File: src/logic/spiprg_pkg.sv
`default_nettype none
package spiprg_pkg;

    // Reference clock and crystal timing
    localparam int unsigned CLK_PERIOD_NS        = 50;
    localparam int unsigned CRYSTAL_PERIOD_NS    = 50;
    localparam int unsigned ENTRY_CRYSTAL_CLOCK_PERIOD_PERIODS   = 131072;
    localparam int unsigned ENTRY_CYC_DEFAULT    =
        (ENTRY_CRYSTAL_CLOCK_PERIOD_PERIODS * CRYSTAL_PERIOD_NS) / CLK_PERIOD_NS;

    // Master reset pulse, rounded up
    localparam int unsigned MRST_PULSE_NS        = 800;
    localparam int unsigned MRST_PULSE_CYC       =
        (MRST_PULSE_NS + CLK_PERIOD_NS - 1) / CLK_PERIOD_NS;
    localparam logic [4:0]  MRST_LAST            = 5'(MRST_PULSE_CYC - 1);

    // Master serial clock half period, rounded down
    localparam int unsigned SCK_HALF_NS          = 200;
    localparam int unsigned SCK_HALF_CYC         = SCK_HALF_NS / CLK_PERIOD_NS;
    localparam logic [3:0]  SCK_HALF_LAST        = 4'(SCK_HALF_CYC - 1);

    // Byte layout
    localparam int unsigned BYTE_W               = 8;
    localparam logic [2:0]  BIT_LAST             = 3'h7;
    localparam int unsigned FIFO_DEPTH           = 8;

    // Reset values
    localparam logic [2:0]  SYNC_RST_HIGH        = 3'h7;
    localparam logic [2:0]  SYNC_RST_LOW         = 3'h0;

    // Operating mode, Gray coded
    typedef enum logic [2:0] {
        SPIPRG_NORMAL = 3'h0,
        SPIPRG_WAIT   = 3'h1,
        SPIPRG_ARMED  = 3'h3,
        SPIPRG_PROG   = 3'h2,
        SPIPRG_MRST   = 3'h6
    } spiprg_mode_t;

    // Entire state of the top module
    typedef struct packed {
        spiprg_mode_t mode;
        logic [2:0]   rstn_s;
        logic [2:0]   sck_s;
        logic [2:0]   mosi_s;
        logic [2:0]   miso_s;
        logic         rstn_lvl;
        logic         sck_lvl;
        logic         mosi_lvl;
        logic         miso_lvl;
        logic [17:0]  ent_cnt;
        logic [4:0]   mrst_cnt;
        logic [7:0]   shreg;
        logic [2:0]   bit_cnt;
        logic         entry_half;
        logic         m_busy;
        logic         m_last;
        logic [3:0]   m_div;
        logic         sck_o;
        logic         mosi_o;
        logic         miso_o;
        logic         sck_oe_n;
        logic         mosi_oe_n;
        logic         miso_oe_n;
        logic         push_valid;
        logic [7:0]   push_data;
        logic         ee_busy;
        logic         overrun;
        logic         prog_mode;
        logic         master_reset;
        logic         gpio_hiz;
        logic         gpio_all_input;
    } spiprg_state_t;

endpackage
`default_nettype wire

File: src/logic/spiprg_fifo_if.sv
`timescale 1ns/1ps
`default_nettype none
// Byte stream between the serial port and its receive FIFO
interface spiprg_fifo_if #(
    parameter int unsigned WIDTH = 8
);
    logic             wr_valid;
    logic             wr_ready;
    logic [WIDTH-1:0] wr_data;
    logic             rd_valid;
    logic             rd_ready;
    logic [WIDTH-1:0] rd_data;

    modport push (
        output wr_valid,
        output wr_data,
        input  wr_ready,
        input  rd_valid,
        input  rd_data,
        output rd_ready
    );

    modport store (
        input  wr_valid,
        input  wr_data,
        output wr_ready,
        output rd_valid,
        output rd_data,
        input  rd_ready
    );
endinterface
`default_nettype wire

File: src/logic/spiprg_top.sv
`timescale 1ns/1ps
`default_nettype none
// Overview of operation
// - Master toward EEPROM, slave in programming mode
// - Clock pin output as master, input as slave
// - One byte each way per transfer, circular
// - Eight clocks swap master and slave contents
// - EEPROM select comes from a separate GPIO
// - Port not offered to application software
// - Reset held low full count, then accept entry
// - Enter programming after both entry bytes accepted
// - Slave-out pin drives once programming entered
// - Stay programming while reset pin stays low
// - Reset pin high: master reset pulse, then run
// - Watchdog disabled during programming mode
// - Other GPIO pins tri-stated while programming
// - Flash erase, read, write done for master
// - Identity, protection and home identifier commands served
// - Reset pin synchronised to the crystal clock
// - All GPIOs inputs during master reset
module spiprg_top #(
    parameter int unsigned ENTRY_CYC   = spiprg_pkg::ENTRY_CYC_DEFAULT,
    parameter logic [7:0]  ENTRY_BYTE0 = 8'hA5,
    parameter logic [7:0]  ENTRY_BYTE1 = 8'h5A
) (
    input  wire logic       ref_clk,
    input  wire logic       arst_n,

    input  wire logic       ext_reset_n_pin,

    input  wire logic       port1_bit4_serial_clock_pin_i,
    output var  logic       port1_bit4_serial_clock_pin_o,
    output var  logic       port1_bit4_serial_clock_pin_oe_n,

    input  wire logic       port1_bit3_master_out_pin_i,
    output var  logic       port1_bit3_master_out_pin_o,
    output var  logic       port1_bit3_master_out_pin_oe_n,

    input  wire logic       port1_bit2_slave_out_pin_i,
    output var  logic       port1_bit2_slave_out_pin_o,
    output var  logic       port1_bit2_slave_out_pin_oe_n,

    input  wire logic       ee_start,
    input  wire logic [7:0] ee_tx_byte,
    output var  logic       ee_busy,

    input  wire logic [7:0] reply_byte,

    output var  logic [7:0] rx_data,
    output var  logic       rx_valid,
    input  wire logic       rx_ready,

    output var  logic       overrun,

    output var  logic       prog_mode,
    output var  logic       master_reset,

    output var  logic       wdt_disable,
    output var  logic       gpio_hiz,
    output var  logic       gpio_all_input
);
    localparam logic [17:0] ENTRY_LAST = 18'(ENTRY_CYC - 1);

    spiprg_pkg::spiprg_state_t s_r;
    spiprg_pkg::spiprg_state_t s_nxt;
    spiprg_fifo_if #(.WIDTH(spiprg_pkg::BYTE_W)) fifo_bus ();

    logic       sck_rise;
    logic       sck_fall;
    logic       slave_active;
    logic       byte_done;
    logic [7:0] byte_in;

    // A pin change counts once the second and third stages agree
    function automatic logic agree(input logic [2:0] sync, input logic lvl);
        agree = (sync[1] == sync[2]) ? sync[2] : lvl;
    endfunction

    // Received bytes leave through the FIFO
    assign fifo_bus.wr_valid = s_r.push_valid;
    assign fifo_bus.wr_data  = s_r.push_data;
    assign fifo_bus.rd_ready = rx_ready;
    assign rx_valid          = fifo_bus.rd_valid;
    assign rx_data           = fifo_bus.rd_data;

    spiprg_fifo #(
        .WIDTH (spiprg_pkg::BYTE_W),
        .DEPTH (spiprg_pkg::FIFO_DEPTH)
    ) u_fifo (
        .ref_clk (ref_clk),
        .arst_n  (arst_n),
        .fifo    (fifo_bus.store)
    );

    // Next-state logic for the whole port
    always_comb
    begin
        s_nxt        = s_r;
        sck_rise     = 1'b0;
        sck_fall     = 1'b0;
        slave_active = 1'b0;
        byte_done    = 1'b0;
        byte_in      = '0;

        // Pin synchronisers; stage 0 is read only by stage 1
        s_nxt.rstn_s   = {s_r.rstn_s[1:0], ext_reset_n_pin};
        s_nxt.sck_s    = {s_r.sck_s[1:0], port1_bit4_serial_clock_pin_i};
        s_nxt.mosi_s   = {s_r.mosi_s[1:0], port1_bit3_master_out_pin_i};
        s_nxt.miso_s   = {s_r.miso_s[1:0], port1_bit2_slave_out_pin_i};

        s_nxt.rstn_lvl = agree(s_r.rstn_s, s_r.rstn_lvl);
        s_nxt.sck_lvl  = agree(s_r.sck_s, s_r.sck_lvl);
        s_nxt.mosi_lvl = agree(s_r.mosi_s, s_r.mosi_lvl);
        s_nxt.miso_lvl = agree(s_r.miso_s, s_r.miso_lvl);

        sck_rise       = s_nxt.sck_lvl && !s_r.sck_lvl;
        sck_fall       = !s_nxt.sck_lvl && s_r.sck_lvl;

        // A pending byte leaves once the FIFO takes it
        if (s_r.push_valid && fifo_bus.wr_ready)
        begin
            s_nxt.push_valid = 1'b0;
        end

        // Slave shifter: sample on rise, launch on fall
        slave_active = (s_r.mode == spiprg_pkg::SPIPRG_ARMED) ||
                       (s_r.mode == spiprg_pkg::SPIPRG_PROG);

        if (slave_active && s_r.rstn_lvl == 1'b0)
        begin
            if (sck_rise)
            begin
                byte_in       = {s_r.shreg[6:0], s_nxt.mosi_lvl};
                s_nxt.shreg   = byte_in;
                s_nxt.bit_cnt = s_r.bit_cnt + 1'b1;
                byte_done     = (s_r.bit_cnt == spiprg_pkg::BIT_LAST);
            end
            else if (sck_fall)
            begin
                s_nxt.miso_o = s_r.shreg[7];
            end
        end

        unique case (s_r.mode)
            spiprg_pkg::SPIPRG_NORMAL:
            begin
                if (!s_r.rstn_lvl)
                begin
                    // Reset pin went low: drop any master transfer
                    s_nxt.mode    = spiprg_pkg::SPIPRG_WAIT;
                    s_nxt.ent_cnt = '0;
                    s_nxt.m_busy  = 1'b0;
                    s_nxt.sck_o   = 1'b0;
                end
                else if (s_r.m_busy)
                begin
                    // Master drives its own clock
                    s_nxt.m_div = s_r.m_div + 1'b1;
                    if (s_r.m_div == spiprg_pkg::SCK_HALF_LAST)
                    begin
                        s_nxt.m_div = '0;
                        if (!s_r.sck_o)
                        begin
                            s_nxt.sck_o   = 1'b1;
                            s_nxt.shreg   = {s_r.shreg[6:0], s_nxt.miso_lvl};
                            s_nxt.bit_cnt = s_r.bit_cnt + 1'b1;
                            if (s_r.bit_cnt == spiprg_pkg::BIT_LAST)
                            begin
                                s_nxt.m_last     = 1'b1;
                                s_nxt.push_valid = 1'b1;
                                s_nxt.push_data  = {s_r.shreg[6:0], s_nxt.miso_lvl};
                            end
                        end
                        else
                        begin
                            s_nxt.sck_o = 1'b0;
                            if (s_r.m_last)
                                s_nxt.m_busy = 1'b0;
                            else
                                s_nxt.mosi_o = s_r.shreg[7];
                        end
                    end
                end
                else if (ee_start && !s_r.push_valid)
                begin
                    // Start waits for the last byte to leave
                    s_nxt.m_busy  = 1'b1;
                    s_nxt.m_last  = 1'b0;
                    s_nxt.m_div   = '0;
                    s_nxt.bit_cnt = '0;
                    s_nxt.shreg   = ee_tx_byte;
                    s_nxt.mosi_o  = ee_tx_byte[7];
                end
            end

            spiprg_pkg::SPIPRG_WAIT:
            begin
                if (s_r.rstn_lvl)
                begin
                    s_nxt.mode = spiprg_pkg::SPIPRG_NORMAL;
                end
                else if (s_r.ent_cnt == ENTRY_LAST)
                begin
                    // Count done: listen for entry
                    s_nxt.mode       = spiprg_pkg::SPIPRG_ARMED;
                    s_nxt.bit_cnt    = '0;
                    s_nxt.entry_half = 1'b0;
                    s_nxt.shreg      = '0;
                    s_nxt.overrun    = 1'b0;
                end
                else
                begin
                    s_nxt.ent_cnt = s_r.ent_cnt + 1'b1;
                end
            end

            spiprg_pkg::SPIPRG_ARMED:
            begin
                if (s_r.rstn_lvl)
                begin
                    s_nxt.mode = spiprg_pkg::SPIPRG_NORMAL;
                end
                else if (byte_done)
                begin
                    // Both entry bytes must match in sequence
                    if (!s_r.entry_half)
                    begin
                        s_nxt.entry_half = (byte_in == ENTRY_BYTE0);
                    end
                    else if (byte_in == ENTRY_BYTE1)
                    begin
                        s_nxt.mode  = spiprg_pkg::SPIPRG_PROG;
                        s_nxt.shreg = reply_byte;
                    end
                    else
                    begin
                        s_nxt.entry_half = (byte_in == ENTRY_BYTE0);
                    end
                end
            end

            spiprg_pkg::SPIPRG_PROG:
            begin
                if (s_r.rstn_lvl)
                begin
                    s_nxt.mode     = spiprg_pkg::SPIPRG_MRST;
                    s_nxt.mrst_cnt = '0;
                end
                else if (byte_done)
                begin
                    // Byte to the flash engine, its reply loaded
                    s_nxt.shreg = reply_byte;
                    if (s_r.push_valid && !fifo_bus.wr_ready)
                    begin
                        s_nxt.overrun = 1'b1;
                    end
                    else
                    begin
                        s_nxt.push_valid = 1'b1;
                        s_nxt.push_data  = byte_in;
                    end
                end
            end

            spiprg_pkg::SPIPRG_MRST:
            begin
                // Fixed master reset pulse, then run
                s_nxt.mrst_cnt = s_r.mrst_cnt + 1'b1;
                if (s_r.mrst_cnt == spiprg_pkg::MRST_LAST)
                begin
                    s_nxt.mode   = spiprg_pkg::SPIPRG_NORMAL;
                    s_nxt.sck_o  = 1'b0;
                    s_nxt.m_busy = 1'b0;
                end
            end

            default:
            begin
                s_nxt.mode = spiprg_pkg::SPIPRG_NORMAL;
            end
        endcase

        // Pin enables, from the next mode
        s_nxt.sck_oe_n       = (s_nxt.mode != spiprg_pkg::SPIPRG_NORMAL);
        s_nxt.mosi_oe_n      = (s_nxt.mode != spiprg_pkg::SPIPRG_NORMAL);
        s_nxt.miso_oe_n      = (s_nxt.mode != spiprg_pkg::SPIPRG_PROG);

        // Mode flags
        s_nxt.prog_mode      = (s_nxt.mode == spiprg_pkg::SPIPRG_PROG);
        s_nxt.gpio_hiz       = (s_nxt.mode == spiprg_pkg::SPIPRG_PROG);

        // Master reset flags
        s_nxt.master_reset   = (s_nxt.mode != spiprg_pkg::SPIPRG_NORMAL) &&
                               (s_nxt.mode != spiprg_pkg::SPIPRG_PROG);
        s_nxt.gpio_all_input = s_nxt.master_reset;

        // Busy covers master traffic only
        s_nxt.ee_busy        = s_nxt.m_busy ||
                               (s_nxt.push_valid && s_nxt.mode == spiprg_pkg::SPIPRG_NORMAL);
    end

    // State register
    always_ff @(posedge ref_clk or negedge arst_n)
    begin
        if (!arst_n)
        begin
            s_r           <= '0;

            s_r.rstn_s    <= spiprg_pkg::SYNC_RST_HIGH;
            s_r.rstn_lvl  <= 1'b1;
            s_r.sck_s     <= spiprg_pkg::SYNC_RST_LOW;
            s_r.sck_oe_n  <= 1'b0;
            s_r.mosi_oe_n <= 1'b0;
            s_r.miso_oe_n <= 1'b1;
        end
        else
        begin
            s_r <= s_nxt;
        end
    end

    // No slave select here: the EEPROM select is an ordinary GPIO
    // No registers for software; EEPROM and programming only
    assign port1_bit4_serial_clock_pin_o    = s_r.sck_o;
    assign port1_bit4_serial_clock_pin_oe_n = s_r.sck_oe_n;
    assign port1_bit3_master_out_pin_o      = s_r.mosi_o;
    assign port1_bit3_master_out_pin_oe_n   = s_r.mosi_oe_n;
    assign port1_bit2_slave_out_pin_o       = s_r.miso_o;
    assign port1_bit2_slave_out_pin_oe_n    = s_r.miso_oe_n;

    // Status outputs
    assign ee_busy                          = s_r.ee_busy;
    assign overrun                          = s_r.overrun;
    assign prog_mode                        = s_r.prog_mode;
    assign master_reset                     = s_r.master_reset;
    assign wdt_disable                      = s_r.prog_mode;
    assign gpio_hiz                         = s_r.gpio_hiz;
    assign gpio_all_input                   = s_r.gpio_all_input;
endmodule
`default_nettype wire

File: src/logic/spiprg_fifo.sv
`timescale 1ns/1ps
`default_nettype none
// Small FIFO with a registered output word
module spiprg_fifo #(
    parameter int unsigned WIDTH = 8,
    parameter int unsigned DEPTH = 8
) (
    input  wire logic      ref_clk,
    input  wire logic      arst_n,
    spiprg_fifo_if.store   fifo
);
    localparam int unsigned AW = $clog2(DEPTH);

    typedef struct packed {
        logic [DEPTH-1:0][WIDTH-1:0] mem;
        logic [AW-1:0]               wptr;
        logic [AW-1:0]               rptr;
        logic [AW:0]                 count;
        logic                        out_valid;
        logic [WIDTH-1:0]            out_data;
    } spiprg_fifo_state_t;

    spiprg_fifo_state_t s_r;
    spiprg_fifo_state_t s_nxt;
    logic               do_wr;
    logic               do_rd;

    // Full and empty come from the stored count
    assign fifo.wr_ready = (s_r.count != (AW+1)'(DEPTH));
    assign fifo.rd_valid = s_r.out_valid;
    assign fifo.rd_data  = s_r.out_data;

    // Pointer and output stage update
    always_comb
    begin
        s_nxt = s_r;
        do_wr = fifo.wr_valid && fifo.wr_ready;
        do_rd = (s_r.count != '0) && (!s_r.out_valid || fifo.rd_ready);
        if (s_r.out_valid && fifo.rd_ready)
        begin
            s_nxt.out_valid = 1'b0;
        end
        if (do_rd)
        begin
            s_nxt.out_valid = 1'b1;
            s_nxt.out_data  = s_r.mem[s_r.rptr];
            s_nxt.rptr      = s_r.rptr + 1'b1;
        end
        if (do_wr)
        begin
            s_nxt.mem[s_r.wptr] = fifo.wr_data;
            s_nxt.wptr          = s_r.wptr + 1'b1;
        end
        s_nxt.count = s_r.count + (AW+1)'(do_wr) - (AW+1)'(do_rd);
    end

    // State register
    always_ff @(posedge ref_clk or negedge arst_n)
    begin
        if (!arst_n)
            s_r <= '0;
        else
            s_r <= s_nxt;
    end
endmodule
`default_nettype wire

File: config.mk
export PLATFORM = sky130hd
export DESIGN_NAME = spiprg_top
export DESIGN_NICKNAME = d
export VERILOG_FILES = /design/src/logic/spiprg_pkg.sv /design/src/logic/spiprg_fifo_if.sv /design/src/logic/spiprg_top.sv /design/src/logic/spiprg_fifo.sv
export SDC_FILE = /design/constraint.sdc
export NUM_CORES = 1
export LEC_CHECK = 0
export ABC_AREA = 1
export BUFFER_PORTS_ARGS = -buffer_cell sky130_fd_sc_hd__buf_2
export CAP_MARGIN = 20
export CELL_PAD_IN_SITES_DETAIL_PLACEMENT = 0
export CELL_PAD_IN_SITES_GLOBAL_PLACEMENT = 1
export CORE_ASPECT_RATIO = 0.6
export CORE_UTILIZATION = 45
export DETAILED_ROUTE_END_ITERATION = 6
export GPL_TIMING_DRIVEN = 0
export HOLD_SLACK_MARGIN = 0.05
export MAX_ROUTING_LAYER = met4
export PLACE_DENSITY_LB_ADDON = 0.1
export SLEW_MARGIN = 20
export SYNTH_ARGS = -nofsm -noshare
export SYNTH_HDL_FRONTEND = slang
export SYNTH_HIERARCHICAL = 1
export SYNTH_SLANG_ARGS = --single-unit
File: constraint.sdc
create_clock -name ref_clk -period 5.45 [get_ports ref_clk]
set_input_delay 0.2725 -clock ref_clk [delete_from_list [all_inputs] [get_ports ref_clk]]
set_output_delay 0.2725 -clock ref_clk [all_outputs]
set_load 0.1 [all_outputs]
==> results.md <==
- Routed vias/inst: about 5.1
- Setup TNS: 0 ns
- Max-cap viol count: 0
- Post-synthesis async set-or-reset flop share: 100%
- Min cycle time layout: approximately 2.2 ns
- Chip width: 186 um
- Initial antenna violation count: 0
- Global Route Usage Sum: between 20% and 30%
- Outcome: finished, final reports clean
- Setup violators final: 0
- Post-DP HPWL: approximately 17,000 um
- Synth Instances: roughly 1.1k
- Max_slew headroom: 47.9%
- IO buf count: 45
- Pins over their slew limit: 0
- Ranking of synthesized cells by area: dfrtp_1 43%, nand2_1 15%, nand3_2 5.6%
- Die Ht: around 110 um
- Post-synthesis sequential area ratio: 44.1%
- Pwr per Cell Area: about 400 nW/um^2
- RSZ-0062 raised after global routing: false
- Area Growth Syn to Fin: 14.5%
- Aggregate global routing overflow: 0
- Place WS: 3.26 ns
- Register bit count reported by yosys: between 150 and 200
- Synthesized area: between 9000 and 10,000 um^2
- Synth area leader: dfrtp_1
- Crit-path max FO: 10
- Routed WL: about 24,000 um
- Post-DR wirelength/cell: 15.9 um
- Clock-pin slew on the worst setup and hold paths: approximately 0.060 ns
- H-tree Lvls: 4
- Post-synth EDFFs: 0
- Tcrit/Tclk final: about two fifths
- Vias: between 7k and 8k
- Initial DRC Count: 546
- CTS resizes: 0
- Synth Net Count: between 1k and 1.5k
- Largest net degree at the start of global routing: 90
- Total leakage power: 5.35 nW
- Final Hold Slack: between 0.07 and 0.08 ns
- DRC viols: 0
- Iteration count of the initial detailed-routing pass: 7
- CTS max path bufs: 2
- Vias in the first global route: a little over 7k
- I/O pin cnt: 46
- Row count: 39
- Cts bufs inserted: 17
- Critical Path RT: approximately 5.8 ns
- Net count reported at finish: about 1.3k
- Worst min path class: in2reg
- Max Fclk: 455 MHz
- Routability Congestion: roughly 0.84
- Clock Latency Late Sink: around 0.44 ns
- Global-route wire length before repair: 39,500 um
- Clock sink total: roughly 160
- Crit. End Element: flop
- CP startpoint kind: flop
- Synth unique cells: 52
- Total power: 4.17 mW
- Initial Util: between 40% and 50%
- CTS tree: yes
- Worst Slack Setup Final: 3.25 ns
- # Post-CTS Setup Buffers: 0
- Max VDD drop: 319 uV
- Hold Vio Cnt, Final: 0
- CP arrival: 2.52 ns
- Share of post-route cells with drive strength above 1: about a fifth
- Most frequent cell after synthesis: nand2_1
- Core Region: approximately 20,000 um^2
- Ys flop type: dfrtp_1
- Clk_skew: ~0.0098 ns
- Share of the synthesized area in the top cell type: between 40% and 50%
- DP Area: between 9000 and 10,000 um^2
- Post-route cell area: 10,500 um^2
- Synth Area per Inst: between 7 and 8 um^2
- Yosys warnings: 6
- Synth top cells by count: 363 x nand2_1, 156 x dfrtp_1, 126 x inv_1
- Critical path type: reg2reg
- Die area: around 21,000 um^2
- Worst slew pin tran: between 0.7 and 0.8 ns
- CTS root buffer: clkbuf_16
- Diodes inserted: 0
- Post-route ant nets: 0
- Filler cells: ~1.9k
-- power by group --
group,internal [mW],switching (mW)
Combinational,0.384,1.07
Clock,0.726,0.545
Sequential,1.34,0.101
Total,2.45,1.72
-- flip-flops by register name (all words and copies together) (netlist names) --
| register | flops |
|---|---|
| gpio_hiz | 1 |
| port1_bit4_serial_clock_pin_o | 1 |
| ee_busy | 1 |
| gpio_all_input | 1 |
| port1_bit2_slave_out_pin_oe_n | 1 |
| port1_bit2_slave_out_pin_o | 1 |
| fifo_bus.wr_data | 8 |
| s_r | 52 |
| port1_bit3_master_out_pin_oe_n | 1 |
| port1_bit3_master_out_pin_o | 1 |
| u_fifo/fifo.rd_valid | 1 |
| s_nxt | 8 |
| fifo_bus.wr_valid | 1 |
| u_fifo/s_r | 74 |
| overrun | 1 |
| u_fifo/fifo.rd_data | 8 |
-- layout by cell type, fill, tap and decap left out, drive strengths merged, types with 4 or more instances in the layout --
cell / n
dlygate4sd3: 12
nand2: 383
buf: 95
nor2: 89
xor2: 9
clkinvlp: 6
nand3: 141
o22ai: 4
a21oi: 32
o31ai: 4
nor3: 13
o21ai: 60
a31oi: 4
nand4: 21
dfstp: 5
dfrtp: 156
inv: 143
clkbuf: 20
ha: 14
-- stage by stage --
stage / cells / util (%)
after CTS: 1504 / 53.8
after global routing: 1504 / 53.8
after global placement: 1459 / 49.8
final: 1504 / 53.8
after floorplan: 1148 / -
after detailed placement: 1460 / 50.0
-- area by class of cell --
type                            instances  area, um^2  share of cell area (%)
Timing Repair Buffer                   58         383                    3.66
Multi-Input combinational cell        795        4190                    40.0
Clock buffer                           17         425                    4.06
Inverter                              140         531                    5.07
Tap cell                              266         333                    3.18
Clock inverter                         15         183                    1.74
Buffer                                 52         392                    3.74
Sequential cell                       161        4040                    38.5
-- critical path, stage by stage, from the launching register on --
cell and delay (ns):
dfrtp_1 0.33, inv_1 0.07, ha_1 0.20, nand2_1 0.07, nand2_1 0.07, inv_2 0.07, buf_2 0.22, ha_1 0.27
inv_1 0.05, ha_1 0.16, inv_1 0.06, fa_1 0.38, xnor2_1 0.14
-- per-layer routing --
| metal | track usage [%] | wire length, um | share of wire [%] |
|---|---|---|---|
| met1 | 41.2 | 13100 | 55 |
| met2 | 30.7 | 8710 | 36 |
| met3 | 7.37 | 1860 | 7.8 |
| met4 | 5.90 | 199 | 0.83 |
| met5 | - | 0 | 0 |
-- logic make-up after synthesis --
family | after synthesis | synth area share [%]
AOI/OAI and AO/OA | 115 | 7.10
xor gates and xnor gates | 11 | 1.05
adders and majority gates | 16 | 2.24
buffers and inverters | 192 | 10.1
DFF | 161 | 44.1
and+or+nand+nor | 653 | 35.4
-- timing repair --
item                                    4_1_cts  5_1_grt
endpoints found under the setup margin        0        0
hold endpoints to repair                     78        0
hold buffers                                 12        0
-- final timing paths --
| kind | from | to | slack [ns] | cells after the start |
|---|---|---|---|---|
| worst min-delay path | reply_byte[0] | s_r[31] | 0.07 | 3 |
| worst max register to register | u_fifo/s_r[11] | u_fifo/s_r[11] | 3.25 | 12 |
| worst max-delay path | u_fifo/s_r[11] | u_fifo/s_r[11] | 3.25 | 12 |
| min in group asynchronous | arst_n | s_r[44] | 0.39 | 2 |
| worst min register to register | s_nxt[67] | s_nxt[68] | 0.35 | 0 |
| max in group asynchronous | arst_n | u_fifo/s_r[36] | 4.21 | 3 |
Note: power is estimated with default switching activity, not from simulation.
